$ cat config.mk
export PLATFORM = sky130hd
export DESIGN_NAME = bsr_unit
export DESIGN_NICKNAME = d
export VERILOG_FILES = /design/src/logic/bsr_pkg.sv /design/src/logic/bsr_unit.sv
export SDC_FILE = /design/constraint.sdc
export NUM_CORES = 1
export LEC_CHECK = 0
export BUFFER_PORTS_ARGS = -buffer_cell sky130_fd_sc_hd__buf_2
export CAP_MARGIN = 0
export CORE_UTILIZATION = 48
export DETAILED_ROUTE_END_ITERATION = 10
export PLACE_DENSITY = 0.73
export SYNTH_ARGS = -nofsm -noshare
export SYNTH_HDL_FRONTEND = slang
export SYNTH_SLANG_ARGS = --single-unit
$ cat constraint.sdc
create_clock -name i_sys_clk -period 2.4 [get_ports i_sys_clk]
set_input_delay 0.12 -clock i_sys_clk [delete_from_list [all_inputs] [get_ports i_sys_clk]]
set_output_delay 0.12 -clock i_sys_clk [all_outputs]
set_load 0.1 [all_outputs]
$ cat src/logic/bsr_pkg.sv
// shared constants and carriers for the shift and rotate unit
package bsr_pkg;

   localparam int unsigned BSR_WORD_W = 16;
   localparam int unsigned BSR_TBL_MAX = 64;
   localparam int unsigned BSR_CNT_W = 5;
   localparam logic [BSR_CNT_W-1:0] BSR_CNT_MIN = 5'h01;
   localparam logic [BSR_CNT_W-1:0] BSR_CNT_MAX = 5'h10;
   localparam logic [BSR_WORD_W-1:0] BSR_WORD_RST = 16'h0000;

   // rotate operation select, one-hot
   typedef enum logic [3:0] {
      BSR_ROT_NONE = 4'h1,
      BSR_ROT_RIGHT_ONE = 4'h2,
      BSR_ROT_LEFT_ONE = 4'h4,
      BSR_ROT_RIGHT_MULTI = 4'h8
   } bsr_rot_op_e;

   // bidirectional shift register controls
   typedef struct packed {
      logic enable;
      logic shift;
      logic dir_left;
      logic data;
   } bsr_sr_ctrl_s;

   // rotate request
   typedef struct packed {
      logic run;
      bsr_rot_op_e op;
      logic [BSR_WORD_W-1:0] src;
      logic [BSR_CNT_W-1:0] cnt;
   } bsr_rot_req_s;

endpackage : bsr_pkg

$ cat src/logic/bsr_unit.sv
// shift register and rotate datapath with shared carry flag
// Function
// RULE_01 - enable and shift on: table moves exactly one position
// RULE_02 - direction off: shift toward lower bit addresses
// RULE_03 - direction on: shift toward upper bit addresses
// RULE_04 - data enters top bit on right shift, lowest bit on left
// RULE_05 - bit dropped out of the table goes to carry flag; a rotate executing in the same scan sets carry instead
// RULE_06 - enable off clears table and carry, output held off; a rotate executing in the same scan still sets carry
// RULE_07 - output lowest bit after right shift, else highest; carry kept idle
// RULE_08 - shift repeats every scan while shift input stays on
// RULE_09 - program should pulse shift input for one scan per event
// RULE_10 - one-bit right rotate: bit0 into msb and carry, output lsb
// RULE_11 - one-bit left rotate: msb into lsb and carry, output msb
// RULE_12 - multi rotate right by 1 to 16 into destination, output lsb
// RULE_13 - rotate runs only while input on; else output off, carry kept
// RULE_14 - words are 16 bits; multi rotate carry equals result msb
// RULE_15 - table length fixed per instance; table and carry cleared at reset
`timescale 1ns/1ps
module bsr_unit
   import bsr_pkg::*;
#(
   parameter int unsigned TBL_LEN = BSR_TBL_MAX
)
(
   input wire logic i_sys_clk,
   input wire logic i_rst_b,
   input wire bsr_sr_ctrl_s i_sr_ctrl,
   input wire bsr_rot_req_s i_rot_req,
   output logic [TBL_LEN-1:0] o_sr_table,
   output logic o_sr_out,
   output logic o_carry_flag,
   output logic [BSR_WORD_W-1:0] o_rot_result,
   output logic o_rot_valid,
   output logic o_rot_out
);

   ////////////////////////////////////////////////////////////////////////
   // state
   logic [TBL_LEN-1:0] tbl_reg;
   logic [TBL_LEN-1:0] tbl_next;
   logic sr_out_reg;
   logic sr_out_next;
   logic cf_reg;
   logic cf_next;
   logic [BSR_WORD_W-1:0] rot_res_reg;
   logic [BSR_WORD_W-1:0] rot_res_next;
   logic rot_valid_reg;
   logic rot_valid_next;
   logic rot_out_reg;
   logic rot_out_next;
   logic rot_exec;
   logic cnt_ok;
   logic [TBL_LEN:0] shl_wide;
   logic [TBL_LEN:0] shr_wide;
   logic [2*BSR_WORD_W-1:0] rot_wide;

   assign shl_wide = {tbl_reg, i_sr_ctrl.data};
   assign shr_wide = {i_sr_ctrl.data, tbl_reg};
   assign rot_wide = {i_rot_req.src, i_rot_req.src} >> i_rot_req.cnt;
   assign cnt_ok = (i_rot_req.cnt >= BSR_CNT_MIN) && (i_rot_req.cnt <= BSR_CNT_MAX);

   ////////////////////////////////////////////////////////////////////////
   // shift register next state
   always_comb
   begin
      tbl_next = tbl_reg;
      sr_out_next = 1'b0;
      if (!i_sr_ctrl.enable)
      begin
         // RULE_06 clear on disable
         tbl_next = '0;
         sr_out_next = 1'b0;
      end
      else if (i_sr_ctrl.shift)
      begin
         // RULE_01 one position move
         // RULE_08 every scan
         if (i_sr_ctrl.dir_left)
         begin
            // RULE_03 left shift
            // RULE_04 data into lowest
            tbl_next = shl_wide[TBL_LEN-1:0];
            // RULE_07 output highest bit
            sr_out_next = shl_wide[TBL_LEN-1];
         end
         else
         begin
            // RULE_02 right shift
            // RULE_04 data into top
            tbl_next = shr_wide[TBL_LEN:1];
            // RULE_07 output lowest bit
            sr_out_next = shr_wide[1];
         end
      end
      else
      begin
         // RULE_07 idle shows highest
         sr_out_next = tbl_reg[TBL_LEN-1];
      end
   end

   ////////////////////////////////////////////////////////////////////////
   // rotate and carry next state
   always_comb
   begin
      rot_res_next = rot_res_reg;
      rot_valid_next = 1'b0;
      rot_out_next = 1'b0;
      rot_exec = 1'b0;
      cf_next = cf_reg;
      if (!i_sr_ctrl.enable)
      begin
         cf_next = 1'b0;
      end
      else if (i_sr_ctrl.shift)
      begin
         // RULE_05 dropped bit to carry
         cf_next = i_sr_ctrl.dir_left ? tbl_reg[TBL_LEN-1] : tbl_reg[0];
      end
      // RULE_13 rotate only while on
      if (i_rot_req.run)
      begin
         case (i_rot_req.op)
            BSR_ROT_RIGHT_ONE:
            begin
               // RULE_10 right by one
               rot_exec = 1'b1;
               rot_res_next = {i_rot_req.src[0], i_rot_req.src[BSR_WORD_W-1:1]};
               cf_next = i_rot_req.src[0];
               rot_out_next = i_rot_req.src[1];
            end
            BSR_ROT_LEFT_ONE:
            begin
               // RULE_11 left by one
               rot_exec = 1'b1;
               rot_res_next = {i_rot_req.src[BSR_WORD_W-2:0], i_rot_req.src[BSR_WORD_W-1]};
               cf_next = i_rot_req.src[BSR_WORD_W-1];
               rot_out_next = i_rot_req.src[BSR_WORD_W-2];
            end
            BSR_ROT_RIGHT_MULTI:
            begin
               if (cnt_ok)
               begin
                  // RULE_12 right by count
                  rot_exec = 1'b1;
                  rot_res_next = rot_wide[BSR_WORD_W-1:0];
                  rot_out_next = rot_wide[0];
                  // RULE_14 carry is result msb
                  cf_next = rot_wide[BSR_WORD_W-1];
               end
            end
            default:
            begin
               rot_exec = 1'b0;
            end
         endcase
         rot_valid_next = rot_exec;
      end
   end

   ////////////////////////////////////////////////////////////////////////
   // registers
   // RULE_15 reset clears table
   always_ff @(posedge i_sys_clk or negedge i_rst_b)
   begin
      if (!i_rst_b)
      begin
         tbl_reg <= '0;
         sr_out_reg <= 1'b0;
         cf_reg <= 1'b0;
         rot_res_reg <= BSR_WORD_RST;
         rot_valid_reg <= 1'b0;
         rot_out_reg <= 1'b0;
      end
      else
      begin
         tbl_reg <= tbl_next;
         sr_out_reg <= sr_out_next;
         cf_reg <= cf_next;
         rot_res_reg <= rot_res_next;
         rot_valid_reg <= rot_valid_next;
         rot_out_reg <= rot_out_next;
      end
   end

   assign o_sr_table = tbl_reg;
   assign o_sr_out = sr_out_reg;
   assign o_carry_flag = cf_reg;
   assign o_rot_result = rot_res_reg;
   assign o_rot_valid = rot_valid_reg;
   assign o_rot_out = rot_out_reg;

   ////////////////////////////////////////////////////////////////////////
   // checks
   sr_clear_a : assert property ( // RULE_06
      @(posedge i_sys_clk) disable iff (!i_rst_b)
      (!i_sr_ctrl.enable && !rot_exec) |=> (o_sr_table == '0) && !o_carry_flag && !o_sr_out)
      else $error("table or carry not cleared");

   shl_data_a : assert property ( // RULE_04
      @(posedge i_sys_clk) disable iff (!i_rst_b)
      (i_sr_ctrl.enable && i_sr_ctrl.shift && i_sr_ctrl.dir_left)
      |=> (o_sr_table[0] == $past(i_sr_ctrl.data)) && (o_sr_out == o_sr_table[TBL_LEN-1]))
      else $error("left shift data or output wrong");

   shr_data_a : assert property ( // RULE_04
      @(posedge i_sys_clk) disable iff (!i_rst_b)
      (i_sr_ctrl.enable && i_sr_ctrl.shift && !i_sr_ctrl.dir_left)
      |=> (o_sr_table[TBL_LEN-1] == $past(i_sr_ctrl.data)) && (o_sr_out == o_sr_table[0]))
      else $error("right shift data or output wrong");

   shl_carry_a : assert property ( // RULE_05
      @(posedge i_sys_clk) disable iff (!i_rst_b)
      (i_sr_ctrl.enable && i_sr_ctrl.shift && i_sr_ctrl.dir_left && !rot_exec)
      |=> o_carry_flag == $past(o_sr_table[TBL_LEN-1]))
      else $error("left shift carry wrong");

   shr_carry_a : assert property ( // RULE_05
      @(posedge i_sys_clk) disable iff (!i_rst_b)
      (i_sr_ctrl.enable && i_sr_ctrl.shift && !i_sr_ctrl.dir_left && !rot_exec)
      |=> o_carry_flag == $past(o_sr_table[0]))
      else $error("right shift carry wrong");

   shl_move_a : assert property ( // RULE_03
      @(posedge i_sys_clk) disable iff (!i_rst_b)
      (i_sr_ctrl.enable && i_sr_ctrl.shift && i_sr_ctrl.dir_left)
      |=> o_sr_table == (($past(o_sr_table) << 1) | TBL_LEN'($past(i_sr_ctrl.data))))
      else $error("left shift did not move one position");

   shr_move_a : assert property ( // RULE_02
      @(posedge i_sys_clk) disable iff (!i_rst_b)
      (i_sr_ctrl.enable && i_sr_ctrl.shift && !i_sr_ctrl.dir_left)
      |=> o_sr_table == (($past(o_sr_table) >> 1) | (TBL_LEN'($past(i_sr_ctrl.data)) << (TBL_LEN - 1))))
      else $error("right shift did not move one position");

   sr_off_a : assert property ( // RULE_06
      @(posedge i_sys_clk) disable iff (!i_rst_b)
      !i_sr_ctrl.enable
      |=> (o_sr_table == '0) && !o_sr_out)
      else $error("table or output not off while disabled");

   sr_hold_a : assert property ( // RULE_07
      @(posedge i_sys_clk) disable iff (!i_rst_b)
      (i_sr_ctrl.enable && !i_sr_ctrl.shift && !rot_exec)
      |=> $stable(o_sr_table) && $stable(o_carry_flag) && (o_sr_out == o_sr_table[TBL_LEN-1]))
      else $error("idle table not held");

   ////////////////////////////////////////////////////////////////////////
   // rotate checks
   rot_right_a : assert property ( // RULE_10
      @(posedge i_sys_clk) disable iff (!i_rst_b)
      (i_rot_req.run && i_rot_req.op == BSR_ROT_RIGHT_ONE)
      |=> (o_rot_result == {$past(i_rot_req.src[0]), $past(i_rot_req.src[BSR_WORD_W-1:1])})
      && (o_carry_flag == o_rot_result[BSR_WORD_W-1]) && (o_rot_out == o_rot_result[0]))
      else $error("one-bit right rotate wrong");

   rot_left_a : assert property ( // RULE_11
      @(posedge i_sys_clk) disable iff (!i_rst_b)
      (i_rot_req.run && i_rot_req.op == BSR_ROT_LEFT_ONE)
      |=> (o_rot_result == {$past(i_rot_req.src[BSR_WORD_W-2:0]), $past(i_rot_req.src[BSR_WORD_W-1])})
      && (o_carry_flag == o_rot_result[0]) && (o_rot_out == o_rot_result[BSR_WORD_W-1]))
      else $error("one-bit left rotate wrong");

   rot_multi_a : assert property ( // RULE_12
      @(posedge i_sys_clk) disable iff (!i_rst_b)
      (i_rot_req.run && i_rot_req.op == BSR_ROT_RIGHT_MULTI && cnt_ok)
      |=> o_rot_valid && (o_rot_out == o_rot_result[0])
      && (o_carry_flag == o_rot_result[BSR_WORD_W-1]))
      else $error("multi rotate output or carry wrong");

   rot_idle_a : assert property ( // RULE_13
      @(posedge i_sys_clk) disable iff (!i_rst_b)
      !i_rot_req.run |=> !o_rot_out && !o_rot_valid && $stable(o_rot_result))
      else $error("rotate acted while input off");

   rot_exec_a : assert property ( // RULE_13
      @(posedge i_sys_clk) disable iff (!i_rst_b)
      (i_rot_req.run && (i_rot_req.op == BSR_ROT_RIGHT_ONE || i_rot_req.op == BSR_ROT_LEFT_ONE))
      |=> o_rot_valid)
      else $error("one-bit rotate not executed");

   rot_count_a : assert property ( // RULE_12
      @(posedge i_sys_clk) disable iff (!i_rst_b)
      (i_rot_req.run && i_rot_req.op == BSR_ROT_RIGHT_MULTI && !cnt_ok)
      |=> !o_rot_valid && !o_rot_out && $stable(o_rot_result))
      else $error("rotate ran with count out of range");

   rot_stray_a : assert property ( // RULE_13
      @(posedge i_sys_clk) disable iff (!i_rst_b)
      (i_rot_req.run && i_rot_req.op != BSR_ROT_RIGHT_ONE && i_rot_req.op != BSR_ROT_LEFT_ONE
      && i_rot_req.op != BSR_ROT_RIGHT_MULTI)
      |=> !o_rot_valid && !o_rot_out && $stable(o_rot_result))
      else $error("rotate ran on unknown operation");

   rot_carry_keep_a : assert property ( // RULE_13
      @(posedge i_sys_clk) disable iff (!i_rst_b)
      (!i_rot_req.run && i_sr_ctrl.enable && !i_sr_ctrl.shift)
      |=> $stable(o_carry_flag))
      else $error("carry changed with nothing running");

   rot_value_a : assert property ( // RULE_12
      @(posedge i_sys_clk) disable iff (!i_rst_b)
      (i_rot_req.run && i_rot_req.op == BSR_ROT_RIGHT_MULTI && cnt_ok)
      |=> ((({o_rot_result, o_rot_result} << $past(i_rot_req.cnt)) >> BSR_WORD_W)
      == {{BSR_WORD_W{1'b0}}, $past(i_rot_req.src)}))
      else $error("multi rotate result wrong");

   rot_clear_carry_a : assert property ( // RULE_11
      @(posedge i_sys_clk) disable iff (!i_rst_b)
      (i_rot_req.run && i_rot_req.op == BSR_ROT_LEFT_ONE && !i_sr_ctrl.enable)
      |=> o_carry_flag == $past(i_rot_req.src[BSR_WORD_W-1]))
      else $error("rotate carry lost to table clear");

endmodule : bsr_unit

==> impl_metrics.ini <==
[run]
maxCapViolCount = 0

[cts]
cts-buffers-inserted = 9
cts_buffer_depth = 2
clk_latency_ns = 0.33
cts_tree = yes
clkTransAtPathRegs_ns = 0.07
post_cts_buffers = 0
htree_levels = 3
cts_hold_buf = 1
cts_resized = 0
cts.sink_count = 84
cts-root-buf = clkbuf_16

[power]
p_leak_uw = 0.00376
sequentialPowerShare_pct = 32.8
switching_power_uw = 2350
clkPwrFrac_pct = 28.0
swShare_pct = 45.5
comb_power_share_pct = 39.2
vdd_drop_max_mv = 0.737
p_total_uw = 5160
p_int_uw = 2810
p_per_area_nw_per_um2 = 774

[sta]
rsz0062_at_grt = no
setup_viol = 0
fin_skew_ns = 0.00662
min_period_ns = 1.83
finalSetupTns_ns = 0
worstMarginPinSlew_ns = 0.701
finalHoldViolations = 0
max_freq_ghz = 0.546
maxSlewViolCount = 0
fin_crit_sh_pct = 76.4
relSlewSlack_pct = 53.3

[synth]
ys_warn_count = 0
synth.distinct_cells = 59
synth-seq-cells = 84
synth_compound_area_share_pct = 22.9
synth_top_family_by_area = compound AO/OA/AOI/OAI gates
syn-num-nets = 607
syn_inst = 575
synth-adder-area-share_pct = 0
muxShareOfSynthArea_pct = 21.6
ys_seq_area_share_pct = 37.0
synth_edf_count = 0
ys.flop_type = dfrtp_1
synth-xor-area-share_pct = 0.154
syn-cell-area_um2 = 5680
ys_async_sr_fraction_pct = 100
synth.avg_cell_area_um2 = 9.88
yosys.area_share.simple_pct = 13.4

[drt]
viasPerCell = 6.20
drt_first_pass_iters = 5
drc = 0
drtIter0Drc = 528
wl_mm = 16.3
vias = 5055
ant_nets = 0
wl_per_cell_um = 20.0

[global_route]
track_usage_pct = 26.9
grt_max_degree = 78
grt-ovfl-total = 0
antenna_found_initial = 0
grt_pass1_wl_mm = 26.4
grt_pass1_vias = 4720

[die]
core_area_um2 = 11500
die-area_um2 = 12300
ios = 116
start_util_pct = 49.5
die_y_um = 111
rows = 39
die_w_um = 111

[layout]
final_layout_size_suffix_gt1_share_pct = 26.6
antenna_cells = 0
nets = 699
area_growth_pct = 17.3
final_common_cell = buf_2
final_cells = 815
final_cell_area_um2 = 6670
finish.utilization_pct = 58.1
layout_common_cells = buf_2, mux2i_1, dfrtp_1, nand2_1, o211a_1
fillers = 1025

[worst_setup_path]
crit_path_max_fanout = 25
critical_path_class = input port to register
end_kind = register
cp_num_buf_inv = 1
cp_slowest_stage_delay_ns = 0.52
r2r_start = o_sr_table[63]
critPathTopFamily = multiplexers
cp-startpoint = i_rot_req[1]
reg2reg_depth = 4
worstPathCellList = buf_2, mux2i_1, mux2i_1, mux4_2, a21oi_1, a21oi_1
crit_cells = 6
critPathSlowestCell = mux4_2
crit_end = o_rot_result[0]
cp.arrival_ns = 2.03
reg2reg_to = o_carry_flag
required_ns = 2.59
r2r_setup_slack_ns = 1.36
worstSetupStartpointType = input port

[hold_path]
min_path_type = input port to register

[placement]
place_congestion = 0.985
placed_cell_area_um2 = 6350
place_inst = 798
port_buffers = 115
dp_hpwl_mm = 11.6

[status]
status = complete, no violations
## Yosys cell counts, drive strengths merged (2+ instances only)
cell     instances  area, um^2
a22o             3        26.3
o22a             3        26.3
a211oi           7        52.6
o2bb2ai          5        43.8
a21oi           16        83.8
nand2           78         293
o221ai           2        17.5
nor2            28         105
a221oi           3        26.3
nor2b           18         113
nand2b           9        56.3
a2bb2oi          2        17.5
inv              5        18.8
a31oi           19         119
o21ai            7        35.0
o211ai           6        45.0
buf             26         156
nand3            8        40.0
nor3             5        25.0
clkbuf          28         105
mux4             9         203
o211a           62         621
mux2i           88         881
o22ai            8        50.1
nor4             2        12.5
or2              2        12.5
mux2            13         146
o21a             3        22.5
dfrtp           84        2100
a22oi            3        22.5
## worst min path at each step
stage	start	end	slack [ns]	cells past startpoint
final	i_sr_ctrl[0]	o_sr_table[63]	0.05	3
after global routing	i_sr_ctrl[0]	o_sr_table[63]	0.05	3
after CTS	i_sr_ctrl[0]	o_sr_table[63]	0.04	3
after detailed placement	i_rst_b	o_sr_table[18]	0.14	1
after global placement	i_rst_b	o_sr_table[18]	0.14	1
after floorplan	i_rst_b	o_carry_flag	-0.18	0
## flip-flops by register name, indices dropped and copies added (netlist names)
register,count
o_carry_flag,1
o_rot_out,1
o_rot_result,16
o_rot_valid,1
o_sr_out,1
o_sr_table,64
## per-layer routing
layer	vias to the layer above	part of all wire (%)	GRT usage [%]
met2	187	47	41.7
met1	2499	46	39.2
met5	-	0	0
met3	22	5.7	4.16
li1	2347	-	-
met4	0	2.0	7.47
## final cells by class
type	count	area, um^2	share of cell area [%]
clock buffers	9	225	3.38
clock inverters	7	81.3	1.22
inverters	5	18.8	0.282
multi-input cells	432	3300	49.5
flip-flops and latches	84	2100	31.5
well taps	143	179	2.68
repair buffers	135	761	11.4
## kinds of logic after synthesis
| group | count (synthesis) |
|---|---|
| AND/OR/NAND/NOR | 162 |
| AO/OA/AOI/OAI | 159 |
| multiplexers | 110 |
| flip-flops | 84 |
| buffers and inverters | 59 |
| XOR/XNOR | 1 |
## per-stage QoR
step / setup WS, ns / hold WS, ns
floorplan: 0.809 / -0.176
global placement: 0.308 / 0.135
detailed placement: 0.291 / 0.139
CTS: 0.623 / 0.0426
global route: 0.451 / 0.0531
finish: 0.567 / 0.0521
## power groups by stage
stage	Clock, uW	Sequential (uW)	Combinational, uW
6_report	1440	1690	2020
5_1_grt	1540	1710	2120
4_1_cts	1470	1690	2020
3_5_place_dp	0	1710	2020
3_3_place_gp	0	1710	2000
2_1_floorplan	0	2760	554
## tightest hold or removal path, cell delays in order
cell and delay [ns]:
buf_2 0.10, nand2b_1 0.06, a21oi_1 0.06
Note: power is estimated with default switching activity, not from simulation.
